**src/hw/amr_pkg.sv**
```systemverilog
// Constants for the ARP/RARP frame rule matcher.
// Assumes a 32-bit Avalon-MM register bus with word addressing.
package amr_pkg;
  // ==========================================================
  // Register word indices
  localparam logic [3:0] AMR_REG_CTRL = 4'h0;
  localparam logic [3:0] AMR_REG_SPA = 4'h1;
  localparam logic [3:0] AMR_REG_SPA_MASK = 4'h2;
  localparam logic [3:0] AMR_REG_TPA = 4'h3;
  localparam logic [3:0] AMR_REG_TPA_MASK = 4'h4;
  localparam logic [3:0] AMR_REG_HIT_COUNT = 4'h5;
  localparam logic [3:0] AMR_REG_IRQ_STATUS = 4'h6;
  localparam logic [3:0] AMR_REG_IRQ_MASK = 4'h7;

  // ==========================================================
  // Control register field positions (low bit of each field)
  localparam int AMR_F_FTYPE = 0;
  localparam int AMR_F_DENY = 2;
  localparam int AMR_F_OPCLASS = 3;
  localparam int AMR_F_REQREP = 5;
  localparam int AMR_F_SPA_SEL = 7;
  localparam int AMR_F_TPA_SEL = 9;
  localparam int AMR_F_SHA_CHK = 11;
  localparam int AMR_F_THA_CHK = 13;
  localparam int AMR_F_LEN_CHK = 15;
  localparam int AMR_F_HRD_CHK = 17;
  localparam int AMR_F_PRO_CHK = 19;
  localparam int AMR_CTRL_BITS = 21;
  localparam logic [31:0] AMR_CTRL_RESET = 32'h0000_0000;

  // ==========================================================
  // Interrupt status bits
  localparam int AMR_IRQ_HIT = 0;
  localparam int AMR_IRQ_DENY = 1;
  localparam int AMR_IRQ_BITS = 2;

  // ==========================================================
  // Selector encodings
  typedef enum logic [1:0] {
    AMR_FT_ANY = 2'h0, AMR_FT_ETYPE = 2'h1, AMR_FT_ARP = 2'h2, AMR_FT_IPV4 = 2'h3
  } amr_ftype_t;
  typedef enum logic [1:0] {
    AMR_OC_ANY = 2'h0, AMR_OC_ARP = 2'h1, AMR_OC_RARP = 2'h2, AMR_OC_OTHER = 2'h3
  } amr_opclass_t;
  typedef enum logic [1:0] {
    AMR_RR_ANY = 2'h0, AMR_RR_REQ = 2'h1, AMR_RR_REPLY = 2'h2
  } amr_reqrep_t;
  typedef enum logic [1:0] {
    AMR_AS_ANY = 2'h0, AMR_AS_HOST = 2'h1, AMR_AS_NET = 2'h2
  } amr_addrsel_t;
  // Three-way check: 0 requires false, 1 requires true, 2 or 3 ignore
  localparam logic [1:0] AMR_TRI_ZERO = 2'h0;
  localparam logic [1:0] AMR_TRI_ONE = 2'h1;

  // ==========================================================
  // Frame field values
  localparam logic [15:0] AMR_OP_ARP_REQ = 16'h0001;
  localparam logic [15:0] AMR_OP_ARP_REPLY = 16'h0002;
  localparam logic [15:0] AMR_OP_RARP_REQ = 16'h0003;
  localparam logic [15:0] AMR_OP_RARP_REPLY = 16'h0004;
  localparam logic [7:0] AMR_HW_LEN_ETH = 8'h06;
  localparam logic [7:0] AMR_PROTO_LEN_IPV4 = 8'h04;
  localparam logic [15:0] AMR_HW_SPACE_ETH = 16'h0001;
  localparam logic [15:0] AMR_PROTO_SPACE_IP = 16'h0800;
endpackage

```
**src/hw/amr_matcher.sv**
```systemverilog
// ARP/RARP rule matcher for one access_control_entry, with Avalon-MM
// register slave, hit counter and interrupt. Frame fields arrive from
// the ingress parser on mclk, one frame per frame_valid pulse.
//
// Functional notes
// ARP-specific checks apply only when the entry frame type is ARP.
// Opcode class selector: any, ARP opcode, RARP opcode, or neither.
// Direction selector: request opcodes, reply opcodes, or any.
// Sender address Host mode: exact 32-bit equality with configured address.
// Sender address Network mode: compare only bits set in sender mask.
// Target address Host mode: exact equality with configured target address.
// Target address Network mode: compare only under target mask.
// Address selector Any: that comparison always passes.
// ARP sender hardware address vs source MAC: 1 equal, 0 unequal, Any ignore.
// RARP target hardware address vs source MAC: 1 equal, 0 unequal, Any ignore.
// Lengths 6 and 4 test: 1 requires, 0 excludes, Any ignores.
// Hardware space equals Ethernet 1: 1 requires, 0 excludes, Any ignores.
// Protocol space equals 0x800: 1 requires, 0 excludes, Any ignores.
// Hit counter increments on every frame hitting the entry.
// Hit with deny action discards the frame; permit lets it through.
// Hit only when all enabled checks pass together.
//
// Chosen here: the placing of the registers and the Avalon-MM register port.
`timescale 1ns/1ns
module amr_matcher
  import amr_pkg::*;
#(
  parameter int CNT_W = 32
) (
  input wire logic mclk, // 250 MHz core clock
  input wire logic reset, // Synchronous, active high
  // Avalon-MM slave
  input wire logic [3:0] avs_address, // Word index
  input wire logic avs_read, // Read request
  input wire logic avs_write, // Write request
  input wire logic [31:0] avs_writedata, // Write data
  input wire logic [3:0] avs_byteenable, // Byte lanes
  output logic [31:0] avs_readdata, // Read data
  output logic avs_waitrequest, // Stall
  output logic irq, // Level interrupt
  // Parser side
  input wire logic frame_valid, // One pulse per frame
  input wire logic [1:0] frame_kind, // Frame type, amr_ftype_t code
  input wire logic [15:0] frame_opcode, // ARP operation
  input wire logic [47:0] source_hw_address, // Ethernet source MAC
  input wire logic [47:0] frame_sha, // Sender hardware address
  input wire logic [47:0] frame_tha, // Target hardware address
  input wire logic [31:0] sender_proto_address, // Sender protocol address
  input wire logic [31:0] frame_tpa, // Target protocol address
  input wire logic [7:0] frame_hw_len, // Hardware address length
  input wire logic [7:0] frame_proto_len, // Protocol address length
  input wire logic [15:0] frame_hw_space, // Hardware address space
  input wire logic [15:0] frame_proto_space, // Protocol address space
  output logic frame_hit, // Pulse: frame hit the entry
  output logic frame_permit, // Pulse: hit, forward
  output logic frame_discard // Pulse: hit, drop
);

  // ==========================================================
  // Register storage
  logic [AMR_CTRL_BITS-1:0] ctrl;
  logic [31:0] spa_cfg;
  logic [31:0] spa_mask;
  logic [31:0] tpa_cfg;
  logic [31:0] tpa_mask;
  logic [CNT_W-1:0] hit_count;
  logic [AMR_IRQ_BITS-1:0] irq_status;
  logic [AMR_IRQ_BITS-1:0] irq_mask;
  logic bus_ack;
  logic [31:0] be_mask;
  logic wr_fire;
  logic rd_fire;

  // Byte lanes expanded into a bit mask
  genvar gi;
  generate
    for (gi = 0; gi < 4; gi++) begin : g_be
      assign be_mask[gi*8 +: 8] = {8{avs_byteenable[gi]}};
    end
  endgenerate

  function automatic logic [31:0] merge(input logic [31:0] old_v, input logic [31:0] new_v,
                                        input logic [31:0] m);
    merge = (old_v & ~m) | (new_v & m);
  endfunction

  // ==========================================================
  // Bus handshake: every access takes exactly one wait cycle.
  // Reads load in the first cycle so data stands while waitrequest is low;
  // writes land only at the edge that completes the transfer, so a stalled
  // master never sees a register change before its access is accepted.
  assign avs_waitrequest = (avs_read | avs_write) & ~bus_ack;
  assign wr_fire = avs_write & bus_ack;
  assign rd_fire = avs_read & ~bus_ack;

  always_ff @(posedge mclk) begin
    if (reset) begin
      bus_ack <= 1'b0;
    end else begin
      bus_ack <= (avs_read | avs_write) & ~bus_ack;
    end
  end

  always_ff @(posedge mclk) begin
    if (reset) begin
      avs_readdata <= 32'h0000_0000;
    end else if (rd_fire) begin
      case (avs_address)
        AMR_REG_CTRL: avs_readdata <= 32'(ctrl);
        AMR_REG_SPA: avs_readdata <= spa_cfg;
        AMR_REG_SPA_MASK: avs_readdata <= spa_mask;
        AMR_REG_TPA: avs_readdata <= tpa_cfg;
        AMR_REG_TPA_MASK: avs_readdata <= tpa_mask;
        AMR_REG_HIT_COUNT: avs_readdata <= 32'(hit_count);
        AMR_REG_IRQ_STATUS: avs_readdata <= 32'(irq_status);
        AMR_REG_IRQ_MASK: avs_readdata <= 32'(irq_mask);
        default: avs_readdata <= 32'h0000_0000;
      endcase
    end
  end

  // ==========================================================
  // Configuration registers
  always_ff @(posedge mclk) begin
    if (reset) begin
      ctrl <= AMR_CTRL_RESET[AMR_CTRL_BITS-1:0];
      spa_cfg <= 32'h0000_0000;
      spa_mask <= 32'h0000_0000;
      tpa_cfg <= 32'h0000_0000;
      tpa_mask <= 32'h0000_0000;
      irq_mask <= '0;
    end else if (wr_fire) begin
      case (avs_address)
        AMR_REG_CTRL: ctrl <= AMR_CTRL_BITS'(merge(32'(ctrl), avs_writedata, be_mask));
        AMR_REG_SPA: spa_cfg <= merge(spa_cfg, avs_writedata, be_mask);
        AMR_REG_SPA_MASK: spa_mask <= merge(spa_mask, avs_writedata, be_mask);
        AMR_REG_TPA: tpa_cfg <= merge(tpa_cfg, avs_writedata, be_mask);
        AMR_REG_TPA_MASK: tpa_mask <= merge(tpa_mask, avs_writedata, be_mask);
        AMR_REG_IRQ_MASK: irq_mask <= AMR_IRQ_BITS'(merge(32'(irq_mask), avs_writedata, be_mask));
        default: ;
      endcase
    end
  end

  // ==========================================================
  // Field decode
  // Spare selector codes act as Any, so a partly written entry errs
  // towards matching rather than silently dropping traffic.
  logic [1:0] sel_ftype;
  logic act_deny;
  logic [1:0] sel_opclass;
  logic [1:0] sel_reqrep;
  logic [1:0] sel_spa;
  logic [1:0] sel_tpa;
  logic [1:0] chk_sha;
  logic [1:0] chk_tha;
  logic [1:0] chk_len;
  logic [1:0] chk_hrd;
  logic [1:0] chk_pro;

  assign sel_ftype = ctrl[AMR_F_FTYPE +: 2];
  assign act_deny = ctrl[AMR_F_DENY];
  assign sel_opclass = ctrl[AMR_F_OPCLASS +: 2];
  assign sel_reqrep = ctrl[AMR_F_REQREP +: 2];
  assign sel_spa = ctrl[AMR_F_SPA_SEL +: 2];
  assign sel_tpa = ctrl[AMR_F_TPA_SEL +: 2];
  assign chk_sha = ctrl[AMR_F_SHA_CHK +: 2];
  assign chk_tha = ctrl[AMR_F_THA_CHK +: 2];
  assign chk_len = ctrl[AMR_F_LEN_CHK +: 2];
  assign chk_hrd = ctrl[AMR_F_HRD_CHK +: 2];
  assign chk_pro = ctrl[AMR_F_PRO_CHK +: 2];

  // Three-way check against a frame condition; codes 2 and 3 ignore it
  function automatic logic tri_ok(input logic [1:0] sel, input logic cond);
    case (sel)
      AMR_TRI_ZERO: tri_ok = ~cond;
      AMR_TRI_ONE: tri_ok = cond;
      default: tri_ok = 1'b1;
    endcase
  endfunction

  // Host compares all bits, Network only the masked ones, Any passes
  function automatic logic addr_ok(input logic [1:0] sel, input logic [31:0] got,
                                   input logic [31:0] cfg, input logic [31:0] m);
    case (sel)
      AMR_AS_HOST: addr_ok = (got == cfg);
      AMR_AS_NET: addr_ok = ((got ^ cfg) & m) == 32'h0000_0000;
      default: addr_ok = 1'b1;
    endcase
  endfunction

  // ==========================================================
  // Match logic
  logic op_is_arp;
  logic op_is_rarp;
  logic op_is_req;
  logic op_is_reply;
  logic type_ok;
  logic opclass_ok;
  logic reqrep_ok;
  logic arp_ok;
  logic match;

  assign op_is_arp = (frame_opcode == AMR_OP_ARP_REQ) | (frame_opcode == AMR_OP_ARP_REPLY);
  assign op_is_rarp = (frame_opcode == AMR_OP_RARP_REQ) | (frame_opcode == AMR_OP_RARP_REPLY);
  assign op_is_req = (frame_opcode == AMR_OP_ARP_REQ) | (frame_opcode == AMR_OP_RARP_REQ);
  assign op_is_reply = (frame_opcode == AMR_OP_ARP_REPLY) | (frame_opcode == AMR_OP_RARP_REPLY);

  assign type_ok = (sel_ftype == AMR_FT_ANY) | (frame_kind == sel_ftype);

  always_comb begin
    case (sel_opclass)
      AMR_OC_ARP: opclass_ok = op_is_arp;
      AMR_OC_RARP: opclass_ok = op_is_rarp;
      AMR_OC_OTHER: opclass_ok = ~op_is_arp & ~op_is_rarp;
      default: opclass_ok = 1'b1;
    endcase
  end

  always_comb begin
    case (sel_reqrep)
      AMR_RR_REQ: reqrep_ok = op_is_req;
      AMR_RR_REPLY: reqrep_ok = op_is_reply;
      default: reqrep_ok = 1'b1;
    endcase
  end

  logic spa_ok;
  logic tpa_ok;
  logic sha_ok;
  logic tha_ok;
  logic len_ok;
  logic hrd_ok;
  logic pro_ok;

  assign spa_ok = addr_ok(sel_spa, sender_proto_address, spa_cfg, spa_mask);
  assign tpa_ok = addr_ok(sel_tpa, frame_tpa, tpa_cfg, tpa_mask);
  // Hardware address checks only consider frames of the matching opcode
  // family; other opcodes pass, since the check speaks of those frames only.
  assign sha_ok = ~op_is_arp | tri_ok(chk_sha, frame_sha == source_hw_address);
  assign tha_ok = ~op_is_rarp | tri_ok(chk_tha, frame_tha == source_hw_address);
  assign len_ok = tri_ok(chk_len, (frame_hw_len == AMR_HW_LEN_ETH)
                                & (frame_proto_len == AMR_PROTO_LEN_IPV4));
  assign hrd_ok = tri_ok(chk_hrd, frame_hw_space == AMR_HW_SPACE_ETH);
  assign pro_ok = tri_ok(chk_pro, frame_proto_space == AMR_PROTO_SPACE_IP);

  // Every enabled check must pass at once
  assign arp_ok = opclass_ok & reqrep_ok & spa_ok & tpa_ok & sha_ok & tha_ok
                & len_ok & hrd_ok & pro_ok;

  // ARP settings are ignored unless the entry is an ARP entry
  assign match = type_ok & ((sel_ftype != AMR_FT_ARP) | arp_ok);

  // ==========================================================
  // Verdict, one cycle after the frame pulse
  // Registered so the forwarding logic downstream sees clean one-cycle
  // strobes, at the cost of one cycle of latency.
  always_ff @(posedge mclk) begin
    if (reset) begin
      frame_hit <= 1'b0;
      frame_permit <= 1'b0;
      frame_discard <= 1'b0;
    end else begin
      frame_hit <= frame_valid & match;
      frame_permit <= frame_valid & match & ~act_deny;
      frame_discard <= frame_valid & match & act_deny;
    end
  end

  // ==========================================================
  // Hit counter: any write to it clears it, but a hit in the same cycle
  // still counts so no hit is lost. Wraps at full scale.
  always_ff @(posedge mclk) begin
    if (reset) begin
      hit_count <= '0;
    end else if (wr_fire && avs_address == AMR_REG_HIT_COUNT) begin
      hit_count <= CNT_W'(frame_valid & match);
    end else if (frame_valid & match) begin
      hit_count <= hit_count + CNT_W'(1);
    end
  end

  // ==========================================================
  // Interrupt status: sticky, write one to clear, new event wins
  // A hit and a clear of the same bit in one cycle leave the bit set,
  // so software never loses an event it has not yet seen.
  logic [AMR_IRQ_BITS-1:0] irq_event;
  logic [AMR_IRQ_BITS-1:0] irq_clear;

  assign irq_event = {frame_valid & match & act_deny, frame_valid & match};
  assign irq_clear = (wr_fire && avs_address == AMR_REG_IRQ_STATUS)
                   ? (avs_writedata[AMR_IRQ_BITS-1:0] & be_mask[AMR_IRQ_BITS-1:0])
                   : '0;

  always_ff @(posedge mclk) begin
    if (reset) begin
      irq_status <= '0;
    end else begin
      irq_status <= (irq_status & ~irq_clear) | irq_event;
    end
  end

  assign irq = |(irq_status & irq_mask);

endmodule

```
**config.mk**
```make
export PLATFORM = sky130hd
export DESIGN_NAME = amr_matcher
export DESIGN_NICKNAME = d
export VERILOG_FILES = /design/src/hw/amr_pkg.sv /design/src/hw/amr_matcher.sv
export SDC_FILE = /design/constraint.sdc
export NUM_CORES = 1
export LEC_CHECK = 0
export ABC_AREA = 0
export BUFFER_PORTS_ARGS = -buffer_cell sky130_fd_sc_hd__buf_2
export CORE_ASPECT_RATIO = 1.75
export CORE_MARGIN = 2
export CORE_UTILIZATION = 30
export CTS_CLUSTER_SIZE = 20
export DETAILED_ROUTE_END_ITERATION = 10
export PLACE_DENSITY = 0.49
export SLEW_MARGIN = 20
export SYNTH_ARGS = -nofsm -noshare
export SYNTH_HDL_FRONTEND = slang
export SYNTH_SLANG_ARGS = --single-unit
```
**constraint.sdc**
```tcl
create_clock -name mclk -period 3.8 [get_ports mclk]
set_input_delay 0.57 -clock mclk [delete_from_list [all_inputs] [get_ports mclk]]
set_output_delay 0.57 -clock mclk [all_outputs]
set_load 0.05 [all_outputs]
```
# Word level (Yosys, flattened, before mapping)
# Index checks and enable logic that the tools add are counted.
dict set report classes {
  n_addsub 1
  n_eq_ne 35
  muxes 13
  n_reduce_logical 19
  n_bitwise 59
}
# cell count
set ops {}
lappend ops {{one-hot mux 32 bit (8 select lines)} 1}
lappend ops {{bitwise AND 32 bit} 7}
lappend ops {{OR 32 bit} 4}
lappend ops {{== test 48 bit} 2}
lappend ops {{== test 32 bit} 2}
lappend ops {{zero test 32 bit} 2}
lappend ops {{two-way mux 32 bit} 2}
lappend ops {{bitwise XOR 32 bit} 2}
lappend ops {{adder 32 x 1 -> 32 bit, second input constant} 1}
lappend ops {{== test 16 x 1 -> 1 bit, second input constant} 2}
lappend ops {{== test 16 x 2 -> 1 bit, second input constant} 2}
lappend ops {{NOT 32 bit} 1}
lappend ops {{bitwise AND 21 bit} 1}
lappend ops {{OR 21 bit} 1}
lappend ops {{bitwise AND 1 bit} 18}
lappend ops {{== test 2 x 1 -> 1 bit, second input constant} 9}
lappend ops {{== test 16 x 12 -> 1 bit, second input constant} 1}
lappend ops {{== test 16 x 3 -> 1 bit, second input constant} 1}
lappend ops {{== test 4 x 3 -> 1 bit, second input constant} 4}
lappend ops {{== test 8 x 3 -> 1 bit, second input constant} 2}
lappend ops {{one-hot mux 1 bit (2 select lines)} 8}
lappend ops {{zero test 2 bit} 6}
lappend ops {{AND reduction 2 bit} 6}
lappend ops {{== test 2 bit, second input constant} 5}
lappend ops {{other kinds (15)} 37}
dict set report word_totals {
  wordCells 140
  out_inout_bits 37
  reg_bits 221
  input_bits 319
}

# Longest topological paths before layout
# Gate-level depths: netlist (run 1).
dict set report logic_depth {
  ltp_word 18
  mapped_depth 12
  ltp_nobuf 10
}

# Worst setup path before layout (run 1)
# Ideal clock, no wire load.
dict set report synth_timing {
  kind {in2reg}
  startpoint {input frame_sha[39]}
  endpoint {register hit_count[27]}
  t_arrival_ns 2.701
  setup_ns 0.132
  stages 10
  required_ns 3.668
  path_slack_ns 0.967
  n_path_buf 1
  cell_sequence {xor2_1 nor4_1 nand4_1 or3_1 a2111oi_2 inv_2 o21a_4 buf_6 o41ai_1 a21oi_1}
}
dict set report synth_via {
  elab_chain_len 13
}
# element line_no
set synth_rtl {}
lappend synth_rtl {{start: declaration} amr_matcher.sv:46} ;# input wire logic [47:0] frame_sha,
lappend synth_rtl {{== test 48 bit (*)} amr_matcher.sv:240} ;# assign sha_ok = ~op_is_arp | tri_ok(chk_sha, frame_sha == source_hw_address);
lappend synth_rtl {{NOT 1 bit} amr_matcher.sv:176} ;# AMR_TRI_ZERO: tri_ok = ~cond;
lappend synth_rtl {{one-hot mux 1 bit (2 select lines) (*)} amr_matcher.sv:175} ;# case (sel)
lappend synth_rtl {{OR 1 bit (*)} amr_matcher.sv:240}
lappend synth_rtl {{bitwise AND 1 bit (*) (2 in series)} amr_matcher.sv:248} ;# assign arp_ok = opclass_ok & reqrep_ok & spa_ok & tpa_ok & sha_ok & tha_ok
lappend synth_rtl {{bitwise AND 1 bit (*) (3 in series)} amr_matcher.sv:249} ;# & len_ok & hrd_ok & pro_ok;
lappend synth_rtl {{OR 1 bit (*)} amr_matcher.sv:252} ;# assign match = type_ok & ((sel_ftype != AMR_FT_ARP) | arp_ok);
lappend synth_rtl {{bitwise AND 1 bit (*)} amr_matcher.sv:252}
lappend synth_rtl {{bitwise AND 1 bit (*)} amr_matcher.sv:278} ;# end else if (frame_valid & match) begin
lappend synth_rtl {{nonzero test 2 bit (no line) (*)} -}
lappend synth_rtl {{end signal: assignment} amr_matcher.sv:277} ;# hit_count <= CNT_W'(frame_valid & match);
lappend synth_rtl {{end signal: assignment} amr_matcher.sv:279} ;# hit_count <= hit_count + CNT_W'(1);
lappend synth_rtl {{end: declaration} amr_matcher.sv:66} ;# logic [CNT_W-1:0] hit_count;
# Every way passes the cells marked *; elsewhere a longest branch is shown, timed or not.
# A chain may end at the register's enable or synchronous reset.

# Worst setup path after layout (run 1)
dict set report layout_timing {
  startpoint {input source_hw_address[5]}
  endpoint {register hit_count[19]}
}
dict set report layout_via {
  elab_chain_len 13
  word_cells_on_any_way 17
  cone_classes {2 x eq/ne; 2 x mux; 12 x bitwise; 1 x reduce/logical}
}
# element line_no
set layout_rtl {}
lappend layout_rtl {{start: declaration} amr_matcher.sv:45} ;# input wire logic [47:0] source_hw_address,
lappend layout_rtl {{== test 48 bit} amr_matcher.sv:240}
lappend layout_rtl {{NOT 1 bit} amr_matcher.sv:176}
lappend layout_rtl {{one-hot mux 1 bit (2 select lines)} amr_matcher.sv:175}
lappend layout_rtl {{OR 1 bit} amr_matcher.sv:240}
lappend layout_rtl {{bitwise AND 1 bit} amr_matcher.sv:248}
lappend layout_rtl {{bitwise AND 1 bit (*)} amr_matcher.sv:248}
lappend layout_rtl {{bitwise AND 1 bit (*) (3 in series)} amr_matcher.sv:249}
lappend layout_rtl {{OR 1 bit (*)} amr_matcher.sv:252}
lappend layout_rtl {{bitwise AND 1 bit (*)} amr_matcher.sv:252}
lappend layout_rtl {{bitwise AND 1 bit (*)} amr_matcher.sv:278}
lappend layout_rtl {{nonzero test 2 bit (no line) (*)} -}
# Marks and branches as above.

==> reports/qor.csv, run 1 <==
stage,metric,value,unit
drt,vias,12100,
yosys,mappedNetlistArea,11800,µm²
setup_path,slowest_delay,640,ps
global_route,grt-ovfl-total,0,
cells_and_area,fin_cells,2240,
floorplanning,io_pins,356,
floorplanning,die_w,154,µm
yosys,async_flop_share,0,
setup_path,path_max_fanout,31,
yosys,ys.flop_type,dfxtp_1,
clock_network,cts_tree,done,
timing,hold_viol_final,0,
yosys,yosysUniqueCellTypes,58,
timing,finClkSkew,20.6,ps
drt,drc,0,
global_route,grt_max_degree,84,
power_and_ir_drop,irDropWorstVdd,179,µV
clock_network,cts_max_level,1,
cells_and_area,area_delta_synth_final,28.7,%
setup_path,path_delay_family,simple AND/OR/NAND/NOR gates,
drt,drt-initial-drc-count,988,
timing,period_minus_slack,3080,ps
yosys,yosys.area.top_type_share,0.375,
timing,timing.slew.headroom,0.386,
setup_path,required,4210,ps
yosys,syn_area_per_cell,8.74,µm²
placement,port_buffers,355,
timing,rsz0062_at_grt,no,
setup_path,crit_buf_inv,3,
hold_path,worstHoldPathCells,3,
yosys,synth_edf_count,0,
yosys,ys_warn_count,0,
placement,hpwlAfterDp,46600,µm
power_and_ir_drop,power,5.54,mW
drt,avgRoutedWirePerCell,25.4,µm
hold_path,min_from,avs_writedata[31],
floorplanning,placementRows,96,
placement,post-place-cells,2189,
yosys,synth_area_leaders,"dfxtp_1, mux2i_1, nor2_1, xnor2_1, xor2_1",
setup_path,crit_path_end_kind,flip-flop,
setup_path,worstRegToRegCells,10,
drt,ant_nets,0,
drt,first_pass_iters,9,
cells_and_area,drive_gt1_frac,0.266,
floorplanning,initial_core_util,0.303,
placement,gp_congestion,1.05,
timing,tns,0,ps
cells_and_area,multiInputGateArea,6960,µm²
cells_and_area,regArea,4420,µm²
clock_network,cts.sinks,221,
drt,avgViaCountPerCell,5.39,
clock_network,cts_setup_buffers,0,
global_route,grtUsageTotal,0.270,
clock_network,cts_hold_buf,0,
yosys,synth_top_area_cell,dfxtp_1,
hold_path,min_path_type,input port to flip-flop,
clock_network,numCtsBuffers,22,
global_route,grt_pass1_vias,12000,
power_and_ir_drop,p_per_area,364,nW/µm²
cells_and_area,final_core_util,0.389,
yosys,yosysSeqAreaShare,0.375,
timing,worst_slew_pin_slew,920,ps
setup_path,worst_setup_path_start_kind,input port,
cells_and_area,nets,2049,
clock_network,worstSkewPairLatency,530,ps
timing,layout_worst_path_cycle_share,0.811,
clock_network,cts.path.max_buffers,3,
cells_and_area,fillers,4062,
global_route,grt_pass1_wl,80400,µm
floorplanning,core_area,39000,µm²
run,maxCapViolCount,0,
setup_path,worstSetupPathType,input port to flip-flop,
floorplanning,die_h,266,µm
clock_network,cts-root-buf,clkbuf_16,
clock_network,path_clk_slew,70,ps
setup_path,regToRegEndpoint,irq_status[0],
setup_path,r2r_slack,810,ps
clock_network,cts_resized,0,
floorplanning,die_area,41000,µm²
timing,fmax,325,MHz
setup_path,cp.arrival,3490,ps
run_status,outcome,"finished, final reports clean",
yosys,syn-num-nets,1677,
global_route,antenna_found_initial,19,
cells_and_area,final_common_cell,buf_2,
yosys,syn-instance-count,1351,
timing,slew_violations,0,
yosys,ys_ff_latch,221,
drt,routed_wl,57000,µm
setup_path,crit_chain,buf_2 > xor2_1 > nor4_1 > nand4_1 > or3_1 > a2111oi_2 > buf_4 > inv_2 > o21a_4 > o41ai_1 > a21oi_1,
cells_and_area,layout_common_cells,"buf_2, nor2_1, dfxtp_1, mux2i_1, xnor2_1",
setup_path,cpMaxStageDelayCell,nor4_1,
timing,setup_viol,0,
power_and_ir_drop,leakagePower,5.64,nW
## cells in the mapped netlist (7+ instances only)
library cell  number
and4_1             8
or3_1             11
nor2_1           226
o22ai_1           18
nand3_1           43
clkbuf_1          56
a22oi_1           46
a211oi_1          14
nand2_1           28
a21oi_1           34
a221oi_1          32
ha_1               7
o21ai_0           40
mux2i_1          152
and3_1             8
nor4_1            36
dfxtp_1          221
nor3_1            15
inv_1             56
nand3b_1           9
xor2_1            78
xnor2_1           90
a222oi_1          14
nand4_1           37
## worst max path at each step
stage | endpoint | from | depth (start not counted) | slack (ps)
final | hit_count[19] | source_hw_address[5] | 11 | 720
after global routing | hit_count[27] | source_hw_address[5] | 11 | 580
after CTS | hit_count[19] | source_hw_address[3] | 11 | 710
after detailed placement | hit_count[19] | source_hw_address[3] | 11 | 150
after global placement | hit_count[6] | source_hw_address[3] | 11 | 160
after floorplan | hit_count[27] | frame_sha[39] | 10 | 970
## worst reg2reg max path: cells and delay by family, from the launching register on
family,cells,cell delay [ps]
simple gates,4,450
flops,1,380
buf+inv,1,230
compound gates,4,1220
xor+xnor,1,580
## through the flow
stage / hold WS [ps] / setup WS, ps / instance area [µm²]
after floorplan: 450 / 967 / 11800
after global placement: 475 / 161 / 14400
after detailed placement: 481 / 149 / 14400
after CTS: 319 / 709 / 15200
after global routing: 344 / 580 / 15200
final: 330 / 719 / 15200
## layer usage
layer	vias up	global-route usage	routed length (µm)	part of all wire
met2	622	0.508	29500	0.52
met5	-	0	30	0.00053
met3	126	0.0416	4040	0.071
met1	5689	0.276	19300	0.34
met4	4	0.172	4120	0.072
li1	5642	-	-	-
## kinds of logic after synthesis
logic type / synth area share
AOI/OAI and AO/OA: 0.140
xor gates and xnor gates: 0.125
adders and majority gates: 0.00742
buffers and inverters: 0.0387
DFF: 0.375
muxes: 0.129
and+or+nand+nor: 0.186
## report_power, final
part	leakage (nW)	internal [mW]	total, mW	switching [mW]
Clock	0.373	1.38	2.37	0.989
Combinational	3.48	0.290	0.789	0.498
Sequential	1.79	2.35	2.38	0.0268
Total	5.64	4.02	5.54	1.51
## area by class of cell
class,instances,area share
multi-input combinational,1012,0.458
sequential,221,0.291
timing repair buffer,409,0.144
clock buffer,36,0.0457
tap,490,0.0403
inverter,57,0.0141
clock inverter,4,0.00477
antenna,11,0.00181
No activity file was read; power rests on OpenSTA's default activity.
==> inputs of run 2 (changes only) <==
--- a/config.mk
+++ b/config.mk
@@ -5,14 +5,14 @@
 export SDC_FILE = /design/constraint.sdc
 export NUM_CORES = 1
 export LEC_CHECK = 0
-export ABC_AREA = 0
+export ABC_AREA = 1
 export BUFFER_PORTS_ARGS = -buffer_cell sky130_fd_sc_hd__buf_2
 export CORE_ASPECT_RATIO = 1.75
 export CORE_MARGIN = 2
 export CORE_UTILIZATION = 30
 export CTS_CLUSTER_SIZE = 20
 export DETAILED_ROUTE_END_ITERATION = 10
-export PLACE_DENSITY = 0.49
+export PLACE_DENSITY = 0.5
 export SLEW_MARGIN = 20
 export SYNTH_ARGS = -nofsm -noshare
 export SYNTH_HDL_FRONTEND = slang
==> constraint.sdc (replaced) <==
create_clock -name mclk -period 2.6 [get_ports mclk]
set_input_delay 0.39 -clock mclk [delete_from_list [all_inputs] [get_ports mclk]]
set_output_delay 0.39 -clock mclk [all_outputs]
set_load 0.05 [all_outputs]
==> run 2 against run 1 <==
Compared with the run above:
- first-iteration DRC count down 14%
- final cell count increased by 46%
- synthesized cell count increased by 69%
- clock skew is 7.6 ps lower
- sequential share of layout area fell by 3.9 points
- clock power rose by 43%
- register-to-register slack got worse by 640 ps
- critical endpoint is now hit_count[23]
- largest cell class unchanged
==> reports/qor.csv, run 2 <==
stage,metric,value,unit,change
drt,avgRoutedWirePerCell,18.2,µm,-29%
drt,avgViaCountPerCell,4.85,,-10%
run_status,outcome,"finished, final reports clean",,
yosys,ys.flop_type,dfxtp_1,,
clock_network,cts-root-buf,clkbuf_16,,
clock_network,numCtsBuffers,23,,+4.5%
setup_path,path_max_fanout,10,,-68%
clock_network,cts_setup_buffers,0,,unchanged
floorplanning,die_area,48100,µm²,+17%
cells_and_area,final_core_util,0.383,,-0.00662
global_route,antenna_found_initial,2,,-17
timing,slew_violations,0,,unchanged
floorplanning,core_area,45800,µm²,+17%
global_route,grtUsageTotal,0.240,,-0.0302
clock_network,worstSkewPairLatency,540,ps,about the same
run,maxCapViolCount,0,,unchanged
yosys,synth_most_common_cell,nand2_1,,
clock_network,cts_hold_buf,0,,unchanged
timing,setup_viol,0,,unchanged
floorplanning,placementRows,104,,+8.3%
drt,first_pass_iters,6,,-3
clock_network,cts_resized,1,,+1
cells_and_area,fillers,5062,,+25%
placement,post-place-cells,3229,,+48%
setup_path,cp.arrival,2870,ps,-620 ps
timing,finClkSkew,13.0,ps,-7.57 ps
yosys,synth_top_area_cell,dfxtp_1,,
timing,period_minus_slack,2430,ps,
cells_and_area,nets,2997,,+46%
global_route,grt_pass1_wl,89300,µm,+11%
global_route,grt_max_degree,80,,-4.8%
setup_path,required,3030,ps,-1180 ps
setup_path,worstSetupPathType,flip-flop to flip-flop,,
floorplanning,io_pins,356,,unchanged
cells_and_area,fin_cells,3270,,+46%
yosys,ys_ff_latch,221,,unchanged
placement,port_buffers,355,,unchanged
timing,whs,135,ps,-195 ps
clock_network,cts_max_level,1,,unchanged
placement,hpwlAfterDp,48300,µm,+3.8%
floorplanning,die_w,167,µm,+8.2%
yosys,synth_area_leaders,"dfxtp_1, nand2_1, nor2_1, inv_1, o21ai_0",,
yosys,yosys.area.top_type_share,0.319,,-0.0561
cells_and_area,drive_gt1_frac,0.184,,-0.0818
global_route,grt_pass1_vias,15500,,+29%
timing,rsz0062_at_grt,no,,
drt,drc,0,,unchanged
placement,placed_area,16700,µm²,+16%
cells_and_area,final_common_cell,nand2_1,,
yosys,yosys-top-cells-count,"nand2_1, nor2_1, inv_1, dfxtp_1, o21ai_0",,
hold_path,min_path_type,input port to flip-flop,,
clock_network,cts_tree,done,,
clock_network,path_clk_slew,70,ps,about the same
placement,gp_congestion,0.938,,-11%
cells_and_area,area_delta_synth_final,26.2,%,
power_and_ir_drop,leakagePower,8.47,nW,+50%
timing,finalWorstSetupSlack,165,ps,-553 ps
placement,place_ws,-60.5,ps,-209 ps
setup_path,crit_path_end_kind,flip-flop,,
yosys,synth_edf_count,0,,unchanged
floorplanning,initial_core_util,0.303,,+0.000735
yosys,syn-instance-count,2287,,+69%
timing,hold_viol_final,0,,unchanged
yosys,mappedNetlistArea,13900,µm²,+18%
yosys,async_flop_share,0,,unchanged
yosys,syn-num-nets,2613,,+56%
yosys,yosysUniqueCellTypes,43,,-26%
floorplanning,die_h,289,µm,+8.3%
clock_network,cts.sinks,221,,unchanged
yosys,syn_area_per_cell,6.07,µm²,-31%
drt,vias,15900,,+31%
setup_path,worst_setup_path_start_kind,flip-flop,,
timing,worst_slew_pin_slew,688,ps,-232 ps
drt,routed_wl,59500,µm,+4.4%
timing,layout_worst_path_cycle_share,0.936,,
cells_and_area,layout_common_cells,"nand2_1, nor2_1, buf_2, inv_1, dfxtp_1",,
drt,drt-initial-drc-count,849,,-14%
global_route,grt-ovfl-total,0,,unchanged
yosys,ys_warn_count,0,,unchanged
cells_and_area,design_area,17500,µm²,+15%
drt,ant_nets,0,,unchanged
power_and_ir_drop,p_per_area,449,nW/µm²,+23%
yosys,yosysSeqAreaShare,0.319,,-0.0561
clock_network,cts.path.max_buffers,3,,unchanged
timing,timing.slew.headroom,0.541,,+0.155
timing,fmax,411,MHz,
power_and_ir_drop,irDropWorstVdd,534,µV,+200%
## run 2: report_power, final
part           switching [mW]  internal [mW]
clock network            1.47           1.91
registers              0.0179           3.40
logic                   0.631          0.425
total                    2.12           5.74
## run 2: stage by stage
step                      setup TNS, ps  power (mW)
after floorplan                       0        4.00
after global placement            -1170        4.54
after detailed placement           -849        4.56
after CTS                             0        7.94
after global routing                  0        8.17
final                                 0        7.86
## run 2: area by class of cell
| class | count | area [µm²] | share of cell area |
|---|---|---|---|
| clock inverter | 2 | 13.8 | 0.000785 |
| sequential | 221 | 4420 | 0.252 |
| timing repair buffer | 416 | 2330 | 0.133 |
| multi-input combinational | 1715 | 8190 | 0.467 |
| antenna | 1 | 2.50 | 0.000143 |
| clock buffer | 38 | 732 | 0.0418 |
| inverter | 294 | 1100 | 0.0630 |
| tap | 583 | 729 | 0.0416 |
## run 2: logic make-up (layout without fill, tap and decap cells)
| group | Yosys count | count (layout) | share of synthesized area |
|---|---|---|---|
| AO/OA/AOI/OAI | 350 | 350 | 0.140 |
| XOR/XNOR | 115 | 115 | 0.0725 |
| adder cells (fa/ha/maj) | 7 | 7 | 0.00630 |
| buffers and inverters | 351 | 750 | 0.0972 |
| flip-flops | 221 | 221 | 0.319 |
| other | 0 | 1 | 0 |
| AND/OR/NAND/NOR | 1243 | 1243 | 0.366 |
## run 2: per-layer routing
metal,vias to the layer above,track usage,share of wire
met1,7140,0.242,0.36
met5,-,0,0
met4,0,0.126,0.057
met3,125,0.0292,0.054
li1,7983,-,-
met2,604,0.477,0.53
## run 2: final timing paths
path,cells after the start,slack [ps],from,to
max reg2reg,17,170,flip-flop,hit_count[23]
min,3,130,avs_read,bus_ack
min reg2reg,1,450,flip-flop,frame_permit
max,17,170,flip-flop,hit_count[23]
## run 2: worst max-delay path, stage by stage (launching register included)
cell,delay (ps)
dfxtp_1,340
or2_1,250
nand3_1,90
nand2_1,70
nor2_2,180
buf_4,170
nand2_1,50
nor2_1,120
nand3_2,160
nand3_1,120
nand2_1,60
nor2_2,80
nand2_2,70
nand2_4,120
nand2_4,100
buf_12,160
o21ai_1,120
nor2_1,50
==> inputs of run 3 (changes only) <==
--- a/config.mk
+++ b/config.mk
@@ -12,7 +12,7 @@
 export CORE_UTILIZATION = 30
 export CTS_CLUSTER_SIZE = 20
 export DETAILED_ROUTE_END_ITERATION = 10
-export PLACE_DENSITY = 0.5
+export PLACE_DENSITY = 0.48
 export SLEW_MARGIN = 20
 export SYNTH_ARGS = -nofsm -noshare
 export SYNTH_HDL_FRONTEND = slang
==> constraint.sdc (replaced) <==
create_clock -name mclk -period 2.9 [get_ports mclk]
set_input_delay 0.435 -clock mclk [delete_from_list [all_inputs] [get_ports mclk]]
set_output_delay 0.435 -clock mclk [all_outputs]
set_load 0.05 [all_outputs]
==> run 3 against run 2 <==
Compared with the run above:
- routed wire length grew 1.6%
- via count shrank 1.0%
- sequential power shrank 10%
- highest routed layer unchanged
- worst setup slack gained 190 ps
==> reports/qor.csv, run 3 (same netlist as run 2, synthesis figures left out) <==
stage,metric,value,unit,change
cells_and_area,area_delta_synth_final,25.7,%,
clock_network,cts-root-buf,clkbuf_16,,
cells_and_area,n_antenna_cell,0,,-1
power_and_ir_drop,p_per_area,434,nW/µm²,-3.2%
floorplanning,io_pins,356,,unchanged
clock_network,path_clk_slew,60,ps,about the same
clock_network,worstSkewPairLatency,560,ps,+20 ps
drt,routed_wl,60400,µm,+1.6%
floorplanning,die_w,167,µm,unchanged
cells_and_area,final_common_cell,nand2_1,,
setup_path,cp.arrival,3010,ps,+140 ps
clock_network,cts_hold_buf,0,,unchanged
setup_path,cpMaxStageDelayCell,dfxtp_1,,
timing,period_minus_slack,2540,ps,+105 ps
clock_network,numCtsBuffers,24,,+4.3%
floorplanning,die_h,289,µm,unchanged
hold_path,min_from,avs_writedata[26],,
setup_path,crit_chain,or2_2 > nand2_1 > nand2_1 > nor3_2 > nand2_1 > nor2_1 > nand2_1 > nand3_1 > nand2_1 > nor2_2 > nand2_2 > nand2_4 > nand2_4 > nor2_2 > inv_1 > nor2_1,,
placement,port_buffers,355,,unchanged
timing,layout_worst_path_cycle_share,0.876,,-0.0606
global_route,grtUsageTotal,0.245,,+0.00489
global_route,grt_pass1_wl,90800,µm,+1.6%
timing,setup_viol,0,,unchanged
power_and_ir_drop,irDropWorstVdd,468,µV,-12%
drt,vias,15700,,-1.0%
drt,avgViaCountPerCell,4.82,,-0.57%
setup_path,r2r_slack,360,ps,+190 ps
placement,placed_area,16600,µm²,-0.99%
floorplanning,initial_core_util,0.303,,unchanged
setup_path,cp.depth,16,,-1
timing,worst_slew_pin_slew,682,ps,-6.44 ps
drt,first_pass_iters,5,,-1
clock_network,cts_tree,done,,
clock_network,cts_resized,0,,-1
drt,drc,0,,unchanged
global_route,antenna_found_initial,1,,-1
setup_path,crit_path_end_kind,flip-flop,,
setup_path,path_delay_family,simple AND/OR/NAND/NOR gates,,
timing,tns,0,ps,unchanged
global_route,grt-ovfl-total,0,,unchanged
setup_path,worstRegToRegCells,16,,-1
power_and_ir_drop,leakagePower,8.40,nW,-0.92%
clock_network,cts_max_level,1,,unchanged
floorplanning,die_area,48100,µm²,unchanged
floorplanning,placementRows,104,,unchanged
timing,finClkSkew,30.1,ps,+17.1 ps
setup_path,required,3370,ps,+340 ps
setup_path,slowest_delay,370,ps,+30 ps
setup_path,path_max_fanout,21,,+11
placement,hpwlAfterDp,48500,µm,+0.31%
drt,drt-initial-drc-count,868,,+2.2%
cells_and_area,layout_common_cells,"nand2_1, nor2_1, buf_2, inv_1, dfxtp_1",,
hold_path,min_path_type,input port to flip-flop,,
clock_network,cts.sinks,221,,unchanged
setup_path,regToRegEndpoint,frame_permit,,
hold_path,worstHoldPathCells,3,,unchanged
run,maxCapViolCount,0,,unchanged
cells_and_area,drive_gt1_frac,0.176,,-0.00839
timing,hold_viol_final,0,,unchanged
timing,timing.slew.headroom,0.545,,+0.00379
setup_path,worst_setup_path_start_kind,flip-flop,,
floorplanning,core_area,45800,µm²,unchanged
power_and_ir_drop,power,7.58,mW,-3.7%
timing,rsz0062_at_grt,no,,
run_status,outcome,"finished, final reports clean",,
cells_and_area,nets,2981,,-0.53%
cells_and_area,design_area,17500,µm²,-0.42%
setup_path,crit_buf_inv,1,,-1
placement,gp_congestion,0.913,,-2.7%
global_route,grt_pass1_vias,15800,,+1.8%
drt,ant_nets,0,,unchanged
setup_path,crit_top_cell,nand2_1,,
global_route,grt_max_degree,151,,+89%
clock_network,cts.path.max_buffers,3,,unchanged
timing,fmax,394,MHz,-4.1%
timing,slew_violations,0,,unchanged
setup_path,worstSetupPathType,flip-flop to flip-flop,,
drt,avgRoutedWirePerCell,18.6,µm,+2.0%
clock_network,cts_setup_buffers,0,,unchanged
[run 3: cell types whose count changed in the layout (fill, tap and decap cells not counted), moves of 2 or more]
cell and delta:
buf_12 -3, ha_1 +2, nor2_1 +4, nand2_2 -2, buf_4 -14, ha_2 -2
nor2_2 -4, bufinv_16 +5, clkbuf_8 -2, nor3_1 +2, nand2_1 +2
[run 3: area by class of cell]
class / count / area [µm²]
Timing Repair Buffer: 399 / 2170
Clock inverter: 7 / 171
Sequential cell: 221 / 4420
Fill cell: 5097 / 28300
Tap cell: 583 / 729
Multi-Input combinational cell: 1715 / 8130
Clock buffer: 36 / 726
Inverter: 294 / 1100
[run 3: routing by layer]
| metal | global-route usage | wire (µm) | share of wire | vias up |
|---|---|---|---|---|
| met4 | 0.134 | 3520 | 0.058 | 0 |
| li1 | - | - | - | 7950 |
| met3 | 0.0284 | 2910 | 0.048 | 141 |
| met5 | 0 | 0 | 0 | - |
| met1 | 0.241 | 21500 | 0.36 | 7046 |
| met2 | 0.492 | 32500 | 0.54 | 553 |
[run 3: worst min-delay path, delay by kind of cell]
family                 cells  cell delay, ps
and+or+nand+nor            2             130
buffers and inverters      1             110
[run 3: per-stage QoR]
| step | hold WS, ps | std cells | setup WS, ps | utilization |
|---|---|---|---|---|
| floorplan | 410 | 2287 | 935 | - |
| global placement | 454 | 3212 | 193 | 0.362 |
| detailed placement | 456 | 3212 | 215 | 0.362 |
| CTS | 132 | 3255 | 333 | 0.381 |
| global route | 158 | 3255 | 105 | 0.381 |
| finish | 154 | 3255 | 360 | 0.381 |
[run 3: report_power, final]
group / switching, mW / leakage, nW / internal [mW] / total [mW]
logic: 0.567 / 6.18 / 0.370 / 0.937
clock network: 1.40 / 0.439 / 2.17 / 3.57
registers: 0.0152 / 1.78 / 3.05 / 3.07
total: 1.98 / 8.40 / 5.59 / 7.58
[run 3: worst max path at each step]
| stage | slack (ps) | to | startpoint |
|---|---|---|---|
| 4_1_cts | 330 | frame_permit | flip-flop |
| 6_report | 360 | frame_permit | flip-flop |
| 3_5_place_dp | 220 | frame_permit | sender_proto_address[13] |
| 2_1_floorplan | 930 | hit_count[22] | frame_tpa[22] |
| 3_3_place_gp | 190 | hit_count[27] | sender_proto_address[13] |
| 5_1_grt | 100 | frame_permit | flip-flop |
